**src/include/edge_timing_pkg.sv**
```systemverilog
package edge_timing_pkg;

    // edge grid within one master clock period
    localparam logic [6:0] PHASE_COUNT = 7'h30;
    localparam logic [5:0] PHASE_LAST  = 6'h2f;
    localparam logic [5:0] PHASE_FIRST = 6'h00;
    localparam logic [5:0] PHASE_STEP  = 6'h01;
    localparam logic [5:0] HALF_PERIOD = 6'h18;
    localparam logic [5:0] QUAD_SIZE   = 6'h0c;
    localparam logic [3:0] QUAD_LAST   = 4'hb;

    localparam int POS_W  = 6;
    localparam int DRV_W  = 3;
    localparam int ADDR_W = 8;
    localparam int INV_BIT = 0;

    localparam logic [DRV_W-1:0] DRV_OFF = 3'h0;

    // register offsets
    localparam logic [ADDR_W-1:0] ADDR_HA_INV   = 8'he5;
    localparam logic [ADDR_W-1:0] ADDR_HA_RISE  = 8'he6;
    localparam logic [ADDR_W-1:0] ADDR_HA_FALL  = 8'he7;
    localparam logic [ADDR_W-1:0] ADDR_HA_DRV   = 8'he8;
    localparam logic [ADDR_W-1:0] ADDR_HB_DRV   = 8'he9;
    localparam logic [ADDR_W-1:0] ADDR_HC_DRV   = 8'hea;
    localparam logic [ADDR_W-1:0] ADDR_HD_DRV   = 8'heb;
    localparam logic [ADDR_W-1:0] ADDR_RG_INV   = 8'hec;
    localparam logic [ADDR_W-1:0] ADDR_RG_RISE  = 8'hed;
    localparam logic [ADDR_W-1:0] ADDR_RG_FALL  = 8'hee;
    localparam logic [ADDR_W-1:0] ADDR_RG_DRV   = 8'hef;
    localparam logic [ADDR_W-1:0] ADDR_REF_POS  = 8'hf0;
    localparam logic [ADDR_W-1:0] ADDR_DATA_POS = 8'hf1;

    // reset values
    localparam logic             RST_HA_INV   = 1'h0;
    localparam logic [POS_W-1:0] RST_HA_RISE  = 6'h00;
    localparam logic [POS_W-1:0] RST_HA_FALL  = 6'h20;
    localparam logic [DRV_W-1:0] RST_H_DRV    = 3'h3;
    localparam logic             RST_RG_INV   = 1'h0;
    localparam logic [POS_W-1:0] RST_RG_RISE  = 6'h00;
    localparam logic [POS_W-1:0] RST_RG_FALL  = 6'h10;
    localparam logic [DRV_W-1:0] RST_RG_DRV   = 3'h2;
    localparam logic [POS_W-1:0] RST_REF_POS  = 6'h24;
    localparam logic [POS_W-1:0] RST_DATA_POS = 6'h00;

    // quadrant code to linear edge position 0..47
    function automatic logic [POS_W-1:0] code_to_position(
        input logic [POS_W-1:0] code);
        logic [3:0]       low;
        logic [POS_W-1:0] base;
        low  = (code[3:0] > QUAD_LAST) ? QUAD_LAST : code[3:0];
        base = 6'(6'(code[5:4]) * QUAD_SIZE);
        code_to_position = 6'(base + {2'b00, low});
    endfunction : code_to_position

    // position plus offset, wrapped on the 48-step grid
    function automatic logic [POS_W-1:0] wrap_add(
        input logic [POS_W-1:0] pos,
        input logic [POS_W-1:0] offs);
        logic [6:0] sum;
        sum = {1'b0, pos} + {1'b0, offs};
        if (sum >= PHASE_COUNT) begin
            sum = 7'(sum - PHASE_COUNT);
        end
        wrap_add = sum[POS_W-1:0];
    endfunction : wrap_add

endpackage : edge_timing_pkg

```
**src/rtl/edge_window.sv**
```systemverilog
`timescale 1ns/10ps

// level of one pulse on the phase grid: high from rise up to fall
module edge_window
    import edge_timing_pkg::*;
(
    input  wire logic [POS_W-1:0] phase_i,
    input  wire logic [POS_W-1:0] rise_pos_i,
    input  wire logic [POS_W-1:0] fall_pos_i,
    input  wire logic             invert_i,
    output logic                  level_o
);

    logic in_pulse;

    always_comb begin
        if (rise_pos_i == fall_pos_i) begin
            in_pulse = 1'b0;
        end else if (rise_pos_i < fall_pos_i) begin
            in_pulse = (phase_i >= rise_pos_i) && (phase_i < fall_pos_i);
        end else begin
            // pulse wraps across the period boundary
            in_pulse = (phase_i >= rise_pos_i) || (phase_i < fall_pos_i);
        end
    end

    assign level_o = in_pulse ^ invert_i;

endmodule : edge_window

```
**src/rtl/ccd_high_speed_edge_timing.sv**
```systemverilog
`timescale 1ns/10ps

// Operation
// - Each master clock period is split into 48 equal edge positions.
// - The reset gate clock has programmed rise and fall edges and can be inverted.
// - Horizontal clocks a and c use programmed edges and the pair a/b invert.
// - Horizontal clocks b and d are always the complements of a and c.
// - The pair a/b invert bit passes the clocks at 0 and inverts them at 1.
// - The reset gate invert bit passes the pulse at 0 and inverts it at 1.
// - Edge fields are 6 bits: bits 5:4 pick a quadrant, bits 3:0 pick 0..11.
// - Positions 0-11, 12-23, 24-35, 36-47 use codes 0-11, 16-27, 32-43, 48-59.
// - Each sample clock has one edge, its rising position, as sampling instant.
// - Each horizontal and reset gate output has a 3-bit drive code, 3.5 mA steps.
// - After reset horizontal a rise field is 0x00 and fall field is 0x20.
// - After reset reset gate rise field is 0x00 and fall field is 0x10.
// - After reset reference sample field is 0x24 and data sample field 0x00.
// - A drive code of zero puts that output in the high impedance state.
module ccd_high_speed_edge_timing
    import edge_timing_pkg::*;
(
    input  wire logic              clk_i,
    input  wire logic              nrst_i,
    input  wire logic              master_clock_input_i,
    input  wire logic              reg_wr_i,
    input  wire logic [ADDR_W-1:0] reg_addr_i,
    input  wire logic [POS_W-1:0]  reg_wdata_i,
    output logic      [POS_W-1:0]  reg_rdata_o,
    output logic                   horiz_clock_a_o,
    output logic                   horiz_clock_a_oe_o,
    output logic                   horiz_clock_b_o,
    output logic                   horiz_clock_b_oe_o,
    output logic                   horiz_clock_c_o,
    output logic                   horiz_clock_c_oe_o,
    output logic                   horiz_clock_d_o,
    output logic                   horiz_clock_d_oe_o,
    output logic                   reset_gate_clock_o,
    output logic                   reset_gate_clock_oe_o,
    output logic                   reference_sample_clock_o,
    output logic                   data_sample_clock_o,
    output logic      [DRV_W-1:0]  horiz_a_drive_o,
    output logic      [DRV_W-1:0]  horiz_b_drive_o,
    output logic      [DRV_W-1:0]  horiz_c_drive_o,
    output logic      [DRV_W-1:0]  horiz_d_drive_o,
    output logic      [DRV_W-1:0]  reset_gate_drive_o
);

    // register file
    logic             horiz_pair_a_invert;
    logic [POS_W-1:0] horiz_a_rise_position;
    logic [POS_W-1:0] horiz_a_fall_position;
    logic [DRV_W-1:0] horiz_a_drive_code;
    logic [DRV_W-1:0] horiz_b_drive_code;
    logic [DRV_W-1:0] horiz_c_drive_code;
    logic [DRV_W-1:0] horiz_d_drive_code;
    logic             reset_gate_invert;
    logic [POS_W-1:0] reset_gate_rise_position;
    logic [POS_W-1:0] reset_gate_fall_position;
    logic [DRV_W-1:0] reset_gate_drive_code;
    logic [POS_W-1:0] reference_sample_position;
    logic [POS_W-1:0] data_sample_position;

    logic             master_s1;
    logic             master_s2;
    logic             master_s3;
    logic             master_rise;
    logic [POS_W-1:0] phase;
    logic [POS_W-1:0] next_phase;
    logic [POS_W-1:0] next_rdata;

    logic [POS_W-1:0] ha_rise_pos;
    logic [POS_W-1:0] ha_fall_pos;
    logic [POS_W-1:0] rg_rise_pos;
    logic [POS_W-1:0] rg_fall_pos;
    logic [POS_W-1:0] ref_pos;
    logic [POS_W-1:0] ref_end;
    logic [POS_W-1:0] data_pos;
    logic [POS_W-1:0] data_end;
    logic             ha_level;
    logic             rg_level;
    logic             ref_level;
    logic             data_level;

    // master clock pin synchroniser and rising edge detect
    always_ff @(posedge clk_i or negedge nrst_i) begin
        if (!nrst_i) begin
            master_s1 <= 1'b0;
            master_s2 <= 1'b0;
            master_s3 <= 1'b0;
        end else begin
            master_s1 <= master_clock_input_i;
            master_s2 <= master_s1;
            master_s3 <= master_s2;
        end
    end

    assign master_rise = master_s2 && !master_s3;

    // 48-step phase counter, realigned on every master clock rise
    always_comb begin
        if (master_rise) begin
            next_phase = PHASE_FIRST;
        end else if (phase == PHASE_LAST) begin
            next_phase = PHASE_FIRST;
        end else begin
            next_phase = 6'(phase + PHASE_STEP);
        end
    end

    always_ff @(posedge clk_i or negedge nrst_i) begin
        if (!nrst_i) begin
            phase <= PHASE_FIRST;
        end else begin
            phase <= next_phase;
        end
    end

    // register writes
    always_ff @(posedge clk_i or negedge nrst_i) begin
        if (!nrst_i) begin
            horiz_pair_a_invert       <= RST_HA_INV;
            horiz_a_rise_position     <= RST_HA_RISE;
            horiz_a_fall_position     <= RST_HA_FALL;
            horiz_a_drive_code        <= RST_H_DRV;
            horiz_b_drive_code        <= RST_H_DRV;
            horiz_c_drive_code        <= RST_H_DRV;
            horiz_d_drive_code        <= RST_H_DRV;
            reset_gate_invert         <= RST_RG_INV;
            reset_gate_rise_position  <= RST_RG_RISE;
            reset_gate_fall_position  <= RST_RG_FALL;
            reset_gate_drive_code     <= RST_RG_DRV;
            reference_sample_position <= RST_REF_POS;
            data_sample_position      <= RST_DATA_POS;
        end else if (reg_wr_i) begin
            if (reg_addr_i == ADDR_HA_INV) begin
                horiz_pair_a_invert <= reg_wdata_i[INV_BIT];
            end else if (reg_addr_i == ADDR_HA_RISE) begin
                horiz_a_rise_position <= reg_wdata_i;
            end else if (reg_addr_i == ADDR_HA_FALL) begin
                horiz_a_fall_position <= reg_wdata_i;
            end else if (reg_addr_i == ADDR_HA_DRV) begin
                horiz_a_drive_code <= reg_wdata_i[DRV_W-1:0];
            end else if (reg_addr_i == ADDR_HB_DRV) begin
                horiz_b_drive_code <= reg_wdata_i[DRV_W-1:0];
            end else if (reg_addr_i == ADDR_HC_DRV) begin
                horiz_c_drive_code <= reg_wdata_i[DRV_W-1:0];
            end else if (reg_addr_i == ADDR_HD_DRV) begin
                horiz_d_drive_code <= reg_wdata_i[DRV_W-1:0];
            end else if (reg_addr_i == ADDR_RG_INV) begin
                reset_gate_invert <= reg_wdata_i[INV_BIT];
            end else if (reg_addr_i == ADDR_RG_RISE) begin
                reset_gate_rise_position <= reg_wdata_i;
            end else if (reg_addr_i == ADDR_RG_FALL) begin
                reset_gate_fall_position <= reg_wdata_i;
            end else if (reg_addr_i == ADDR_RG_DRV) begin
                reset_gate_drive_code <= reg_wdata_i[DRV_W-1:0];
            end else if (reg_addr_i == ADDR_REF_POS) begin
                reference_sample_position <= reg_wdata_i;
            end else if (reg_addr_i == ADDR_DATA_POS) begin
                data_sample_position <= reg_wdata_i;
            end
        end
    end

    // readback, unmapped addresses read zero
    always_comb begin
        next_rdata = '0;
        if (reg_addr_i == ADDR_HA_INV) begin
            next_rdata = {5'h00, horiz_pair_a_invert};
        end else if (reg_addr_i == ADDR_HA_RISE) begin
            next_rdata = horiz_a_rise_position;
        end else if (reg_addr_i == ADDR_HA_FALL) begin
            next_rdata = horiz_a_fall_position;
        end else if (reg_addr_i == ADDR_HA_DRV) begin
            next_rdata = {3'h0, horiz_a_drive_code};
        end else if (reg_addr_i == ADDR_HB_DRV) begin
            next_rdata = {3'h0, horiz_b_drive_code};
        end else if (reg_addr_i == ADDR_HC_DRV) begin
            next_rdata = {3'h0, horiz_c_drive_code};
        end else if (reg_addr_i == ADDR_HD_DRV) begin
            next_rdata = {3'h0, horiz_d_drive_code};
        end else if (reg_addr_i == ADDR_RG_INV) begin
            next_rdata = {5'h00, reset_gate_invert};
        end else if (reg_addr_i == ADDR_RG_RISE) begin
            next_rdata = reset_gate_rise_position;
        end else if (reg_addr_i == ADDR_RG_FALL) begin
            next_rdata = reset_gate_fall_position;
        end else if (reg_addr_i == ADDR_RG_DRV) begin
            next_rdata = {3'h0, reset_gate_drive_code};
        end else if (reg_addr_i == ADDR_REF_POS) begin
            next_rdata = reference_sample_position;
        end else if (reg_addr_i == ADDR_DATA_POS) begin
            next_rdata = data_sample_position;
        end
    end

    always_ff @(posedge clk_i or negedge nrst_i) begin
        if (!nrst_i) begin
            reg_rdata_o <= '0;
        end else begin
            reg_rdata_o <= next_rdata;
        end
    end

    // quadrant decode; out-of-range low nibble clamps to 11
    assign ha_rise_pos = code_to_position(horiz_a_rise_position);
    assign ha_fall_pos = code_to_position(horiz_a_fall_position);
    assign rg_rise_pos = code_to_position(reset_gate_rise_position);
    assign rg_fall_pos = code_to_position(reset_gate_fall_position);
    assign ref_pos     = code_to_position(reference_sample_position);
    assign data_pos    = code_to_position(data_sample_position);
    // sample clocks run a half-period high from their single edge
    assign ref_end     = wrap_add(ref_pos, HALF_PERIOD);
    assign data_end    = wrap_add(data_pos, HALF_PERIOD);

    edge_window u_ha_window (
        .phase_i    (phase),
        .rise_pos_i (ha_rise_pos),
        .fall_pos_i (ha_fall_pos),
        .invert_i   (horiz_pair_a_invert),
        .level_o    (ha_level)
    );

    edge_window u_rg_window (
        .phase_i    (phase),
        .rise_pos_i (rg_rise_pos),
        .fall_pos_i (rg_fall_pos),
        .invert_i   (reset_gate_invert),
        .level_o    (rg_level)
    );

    edge_window u_ref_window (
        .phase_i    (phase),
        .rise_pos_i (ref_pos),
        .fall_pos_i (ref_end),
        .invert_i   (1'b0),
        .level_o    (ref_level)
    );

    edge_window u_data_window (
        .phase_i    (phase),
        .rise_pos_i (data_pos),
        .fall_pos_i (data_end),
        .invert_i   (1'b0),
        .level_o    (data_level)
    );

    // registered clock levels; c shares the a edges, b and d complement
    always_ff @(posedge clk_i or negedge nrst_i) begin
        if (!nrst_i) begin
            horiz_clock_a_o          <= 1'b0;
            horiz_clock_b_o          <= 1'b1;
            horiz_clock_c_o          <= 1'b0;
            horiz_clock_d_o          <= 1'b1;
            reset_gate_clock_o       <= 1'b0;
            reference_sample_clock_o <= 1'b0;
            data_sample_clock_o      <= 1'b0;
        end else begin
            horiz_clock_a_o          <= ha_level;
            horiz_clock_b_o          <= !ha_level;
            horiz_clock_c_o          <= ha_level;
            horiz_clock_d_o          <= !ha_level;
            reset_gate_clock_o       <= rg_level;
            reference_sample_clock_o <= ref_level;
            data_sample_clock_o      <= data_level;
        end
    end

    // output enables follow the drive codes
    always_ff @(posedge clk_i or negedge nrst_i) begin
        if (!nrst_i) begin
            horiz_clock_a_oe_o    <= 1'b0;
            horiz_clock_b_oe_o    <= 1'b0;
            horiz_clock_c_oe_o    <= 1'b0;
            horiz_clock_d_oe_o    <= 1'b0;
            reset_gate_clock_oe_o <= 1'b0;
        end else begin
            horiz_clock_a_oe_o    <= (horiz_a_drive_code != DRV_OFF);
            horiz_clock_b_oe_o    <= (horiz_b_drive_code != DRV_OFF);
            horiz_clock_c_oe_o    <= (horiz_c_drive_code != DRV_OFF);
            horiz_clock_d_oe_o    <= (horiz_d_drive_code != DRV_OFF);
            reset_gate_clock_oe_o <= (reset_gate_drive_code != DRV_OFF);
        end
    end

    assign horiz_a_drive_o    = horiz_a_drive_code;
    assign horiz_b_drive_o    = horiz_b_drive_code;
    assign horiz_c_drive_o    = horiz_c_drive_code;
    assign horiz_d_drive_o    = horiz_d_drive_code;
    assign reset_gate_drive_o = reset_gate_drive_code;

    // checks
    logic after_reset;

    always_ff @(posedge clk_i or negedge nrst_i) begin
        if (!nrst_i) begin
            after_reset <= 1'b1;
        end else begin
            after_reset <= 1'b0;
        end
    end
endmodule : ccd_high_speed_edge_timing

```
**config.mk**
```make
export PLATFORM = sky130hd
export DESIGN_NAME = ccd_high_speed_edge_timing
export DESIGN_NICKNAME = d
export VERILOG_FILES = /design/src/include/edge_timing_pkg.sv /design/src/rtl/edge_window.sv /design/src/rtl/ccd_high_speed_edge_timing.sv
export SDC_FILE = /design/constraint.sdc
export NUM_CORES = 1
export LEC_CHECK = 0
export ABC_AREA = 0
export BUFFER_PORTS_ARGS = -buffer_cell sky130_fd_sc_hd__buf_2
export CORE_ASPECT_RATIO = 1.5
export CORE_MARGIN = 3
export CORE_UTILIZATION = 25
export DETAILED_ROUTE_END_ITERATION = 10
export PLACE_DENSITY_LB_ADDON = 0.15
export SLEW_MARGIN = 20
export SYNTH_ARGS = -nofsm -noshare
export SYNTH_HDL_FRONTEND = slang
export SYNTH_SLANG_ARGS = --single-unit
```
**constraint.sdc**
```tcl
create_clock -name clk_i -period 3.8 [get_ports clk_i]
set_input_delay 0.57 -clock clk_i [delete_from_list [all_inputs] [get_ports clk_i]]
set_output_delay 0.57 -clock clk_i [all_outputs]
set_load 0.005 [all_outputs]
```
==> summary.txt <==
Outcome
  • Status: complete, no violations

GRT
  • Antenna violations before repair: 0
  • Largest net degree at the start of global routing: 71
  • GRT overflow: 0
  • Tot GR Track Use: 0.131
  • First-pass GRT wire length: 26.4 mm
  • Vias in the first global route: 4858

Power
  • Power per cell area: 426 nW/um2
  • Peak supply drop: 0.238 mV
  • LEAKAGE: 3.32 nW
  • NetSw: 1.05 mW
  • Internal Pwr Total: 1.88 mW
  • Total power: 2.93 mW
  • Register share of total power: 0.352
  • Sw Ratio: 0.359
  • Gate power share: 0.364
  • Clock Power Share: 0.285

Placed design
  • GP Congestion: 0.797
  • Final HPWL DP: 13.0 mm
  • Worst slack, placed: -0.129 ns
  • Port bufs: 50

Setup path
  • Critical Path Sink Type: register
  • Most frequent CP cell: inv_1
  • Crit path buf inv count: 4
  • Slowest stage delay, CP: 0.61 ns
  • RR Startpoint: data_sample_position[4]
  • Slowest stage cell, crit path: fa_2
  • Cells along the critical path: inv_1 -> ha_1 -> inv_1 -> fa_2 -> inv_1 -> ha_4 -> xor2_1 -> ha_1 -> nand4_1 -> a211oi_2 -> buf_4 -> o31ai_2 -> o21ai_4 -> o21ai_1 -> a221oi_2 -> a22oi_2
  • Startpoint Class: register
  • Critical-path maximum fanout: 7
  • WP data required: 4.02 ns
  • RR Endpoint: data_sample_clock_o
  • Worst reg-to-reg setup slack: 0.17 ns
  • Worst EP arrival: 3.85 ns
  • Delay-heaviest family, CP: adder cells
  • Crit path from: data_sample_position[4]
  • Crit Path Category: register to register
  • Path depth of the worst reg2reg path: 16

Synthesis
  • Mapped Area: 5920 um2
  • Syn_nets: 711
  • Post-Syn Instances: 612
  • Async set or reset register ratio after synthesis: 1.00
  • Seq/Total Area, Yosys: 0.332
  • Most common cell in the synthesized netlist: ha_1
  • Post-Syn Area per Cell: 9.68 um2
  • Most used DFF post-synth: dfrtp_1
  • Top cells by instance count after synthesis: 75 x ha_1, 64 x dfrtp_1, 52 x inv_1, 48 x mux2_2
  • Register bit total from synthesis: 78
  • Synth warn: 0
  • Area leader, netlist: dfrtp_1
  • Post-synth cell types: 70
  • Top cell type's share of synthesized area: 0.270
  • Synth area leaders: dfrtp_1 27%, ha_1 16%, mux2_2 9.1%
  • Post-synth EDFFs: 0

Drt
  • DRC: 0
  • Metal-1 WL: 6.54 mm
  • Drt total wl: 16.6 mm
  • Routed wl met2: 9.00 mm
  • DR top layer: met4
  • DRT Pass-1 Iters: 4
  • Via count: 4672
  • DR iter-0 viols: 208
  • Routed wl met3: 461 um
  • Drt wl/cell: 17.0 um
  • Vias/cell: 4.78
  • Detail Route Antenna Nets: 0

Floorplanning
  • Num ports: 51
  • Row count: 68
  • Area of the die: 25600 um2
  • Die H: 195 um
  • Core ar.: 23100 um2
  • Die width: 132 um
  • Starting Density: 0.256

Worst hold path
  • Hold_sp: master_clock_input_i
  • Hold depth: 1
  • Hold Crit Class: primary input to register
  • Hold Path End: master_s1

Final layout
  • Register area: 1970 um2
  • Area growth from synthesis to layout: 15.9%
  • Layout cells sized above 1: 0.249
  • Layout fillers: 2487
  • Multi-input logic area: 3700 um2
  • Fin nets: 756
  • N_diodes: 0

STA
  • Fin. max-slew vios: 0
  • Fmax: 276 MHz
  • Fin. Hold Viols: 0
  • Final Worst Setup Slack: 0.173 ns
  • Setup_tns: 0 ns
  • Slew @ Worst Pin: 0.940 ns
  • Rel. slew slack: 0.373
  • Fin crit period: 3.63 ns
  • Setup violations, final: 0
  • Fraction of the cycle the final worst path needs: 0.954
  • Fin Clk Skew: 0.0123 ns
  • Unrepaired setup endpoints after global routing: false

Flow run
  • Max-Cap Viols: 0

Clock tree
  • Clock sink total: 78
  • Clk buf depth: 2
  • CTS clk-pin slew, worst paths: 0.07 ns
  • CTS Root Buffer Type: clkbuf_16
  • CTS tree: yes
  • H-tree Lvls: 3
  • TritonCTS Buffers: 9
  • Clk Latency, worst-skew pair: 0.35 ns
-- routing by layer --
layer,up-vias,global-route usage
li1,2265,-
met3,30,0.0220
met2,99,0.247
met5,-,0
met4,0,0.0627
met1,2278,0.142
-- kinds of logic (layout without fill, tap and decap cells) --
| kind of cell | count (synthesis) | count (layout) | share of synthesized area |
|---|---|---|---|
| AOI/OAI and AO/OA | 148 | 148 | 0.169 |
| adders and majority gates | 84 | 84 | 0.184 |
| muxes | 55 | 55 | 0.104 |
| DFF | 78 | 78 | 0.332 |
| xor gates and xnor gates | 19 | 19 | 0.0294 |
| buffers and inverters | 78 | 128 | 0.0528 |
| and+or+nand+nor | 150 | 150 | 0.129 |
-- per-stage QoR --
stage                      util  std cells  hold WS, ns  area (um2)
final                     0.297        977        0.335        6870
after global routing      0.297        977        0.324        6870
after CTS                 0.293        972        0.318        6780
after detailed placement  0.280        956        0.340        6490
after global placement    0.280        956        0.342        6490
after floorplan               -        612        0.274        5920
-- state kept, by name, indices dropped and copies added (netlist names), 3 cells and up --
register / count
reset_gate_rise_position: 6
data_sample_position: 6
phase: 6
reg_rdata_o: 6
horiz_a_fall_position: 6
reference_sample_position: 6
horiz_a_drive_o: 3
horiz_c_drive_o: 3
horiz_d_drive_o: 3
horiz_a_rise_position: 6
reset_gate_fall_position: 6
horiz_b_drive_o: 3
reset_gate_drive_o: 3
-- what timing repair did --
| item | in CTS | in global routing |
|---|---|---|
| resized for setup | 1 | 10 |
| endpoints found under the setup margin | 1 | 2 |
| setup buffers | 0 | 5 |
| pin swaps | 2 | 1 |
| hold buffers | 0 | 0 |
-- placed cells by master, fill, tap and decap left out, types with 3 or more instances in the layout --
cell       netlist  routed
a211oi_1        11      10
a211oi_2         2       3
a21o_1          18      18
a21oi_1         41      41
a221oi_1         6       6
a31oi_1          3       3
and4_1           3       3
buf_2            1      49
buf_4            3      11
clkbuf_16        0       9
dfrtp_1         64      64
dfstp_2         14      14
fa_1             6       5
ha_1            75      73
inv_1           52      51
mux2_2          48      48
mux2i_1          6       6
nand2_1         41      41
nand2b_1         7       7
nand3_1         13      13
nand4_1          5       5
nor2_1          31      31
nor2b_1         17      17
nor3_1          10      10
o21a_1           6       6
o21ai_0         30      30
or3_1            5       5
xnor2_1         11      10
xor2_1           7       7
-- power groups by stage --
stage	sequential [mW]	clock (mW)	combinational (mW)
final	1.03	0.833	1.06
after global routing	1.04	0.899	1.21
after CTS	1.04	0.862	1.04
after detailed placement	1.05	0	1.03
after global placement	1.05	0	0.985
after floorplan	1.01	0	0.768
-- worst max-delay path by stage --
stage	to	slack, ns	cells past startpoint
2_1_floorplan	data_sample_clock_o	0.35	16
3_3_place_gp	data_sample_clock_o	0.19	16
3_5_place_dp	data_sample_clock_o	-0.13	16
4_1_cts	data_sample_clock_o	0.01	16
5_1_grt	data_sample_clock_o	0.007	16
6_report	data_sample_clock_o	0.17	16
-- area by class of cell --
cell class,instances,area share
Timing Repair Buffer,60,0.0477
Clock inverter,6,0.00638
Tap cell,315,0.0574
Sequential cell,78,0.287
Multi-Input combinational cell,456,0.538
Clock buffer,10,0.0348
Inverter,52,0.0284
Note: power is estimated with default switching activity, not from simulation.
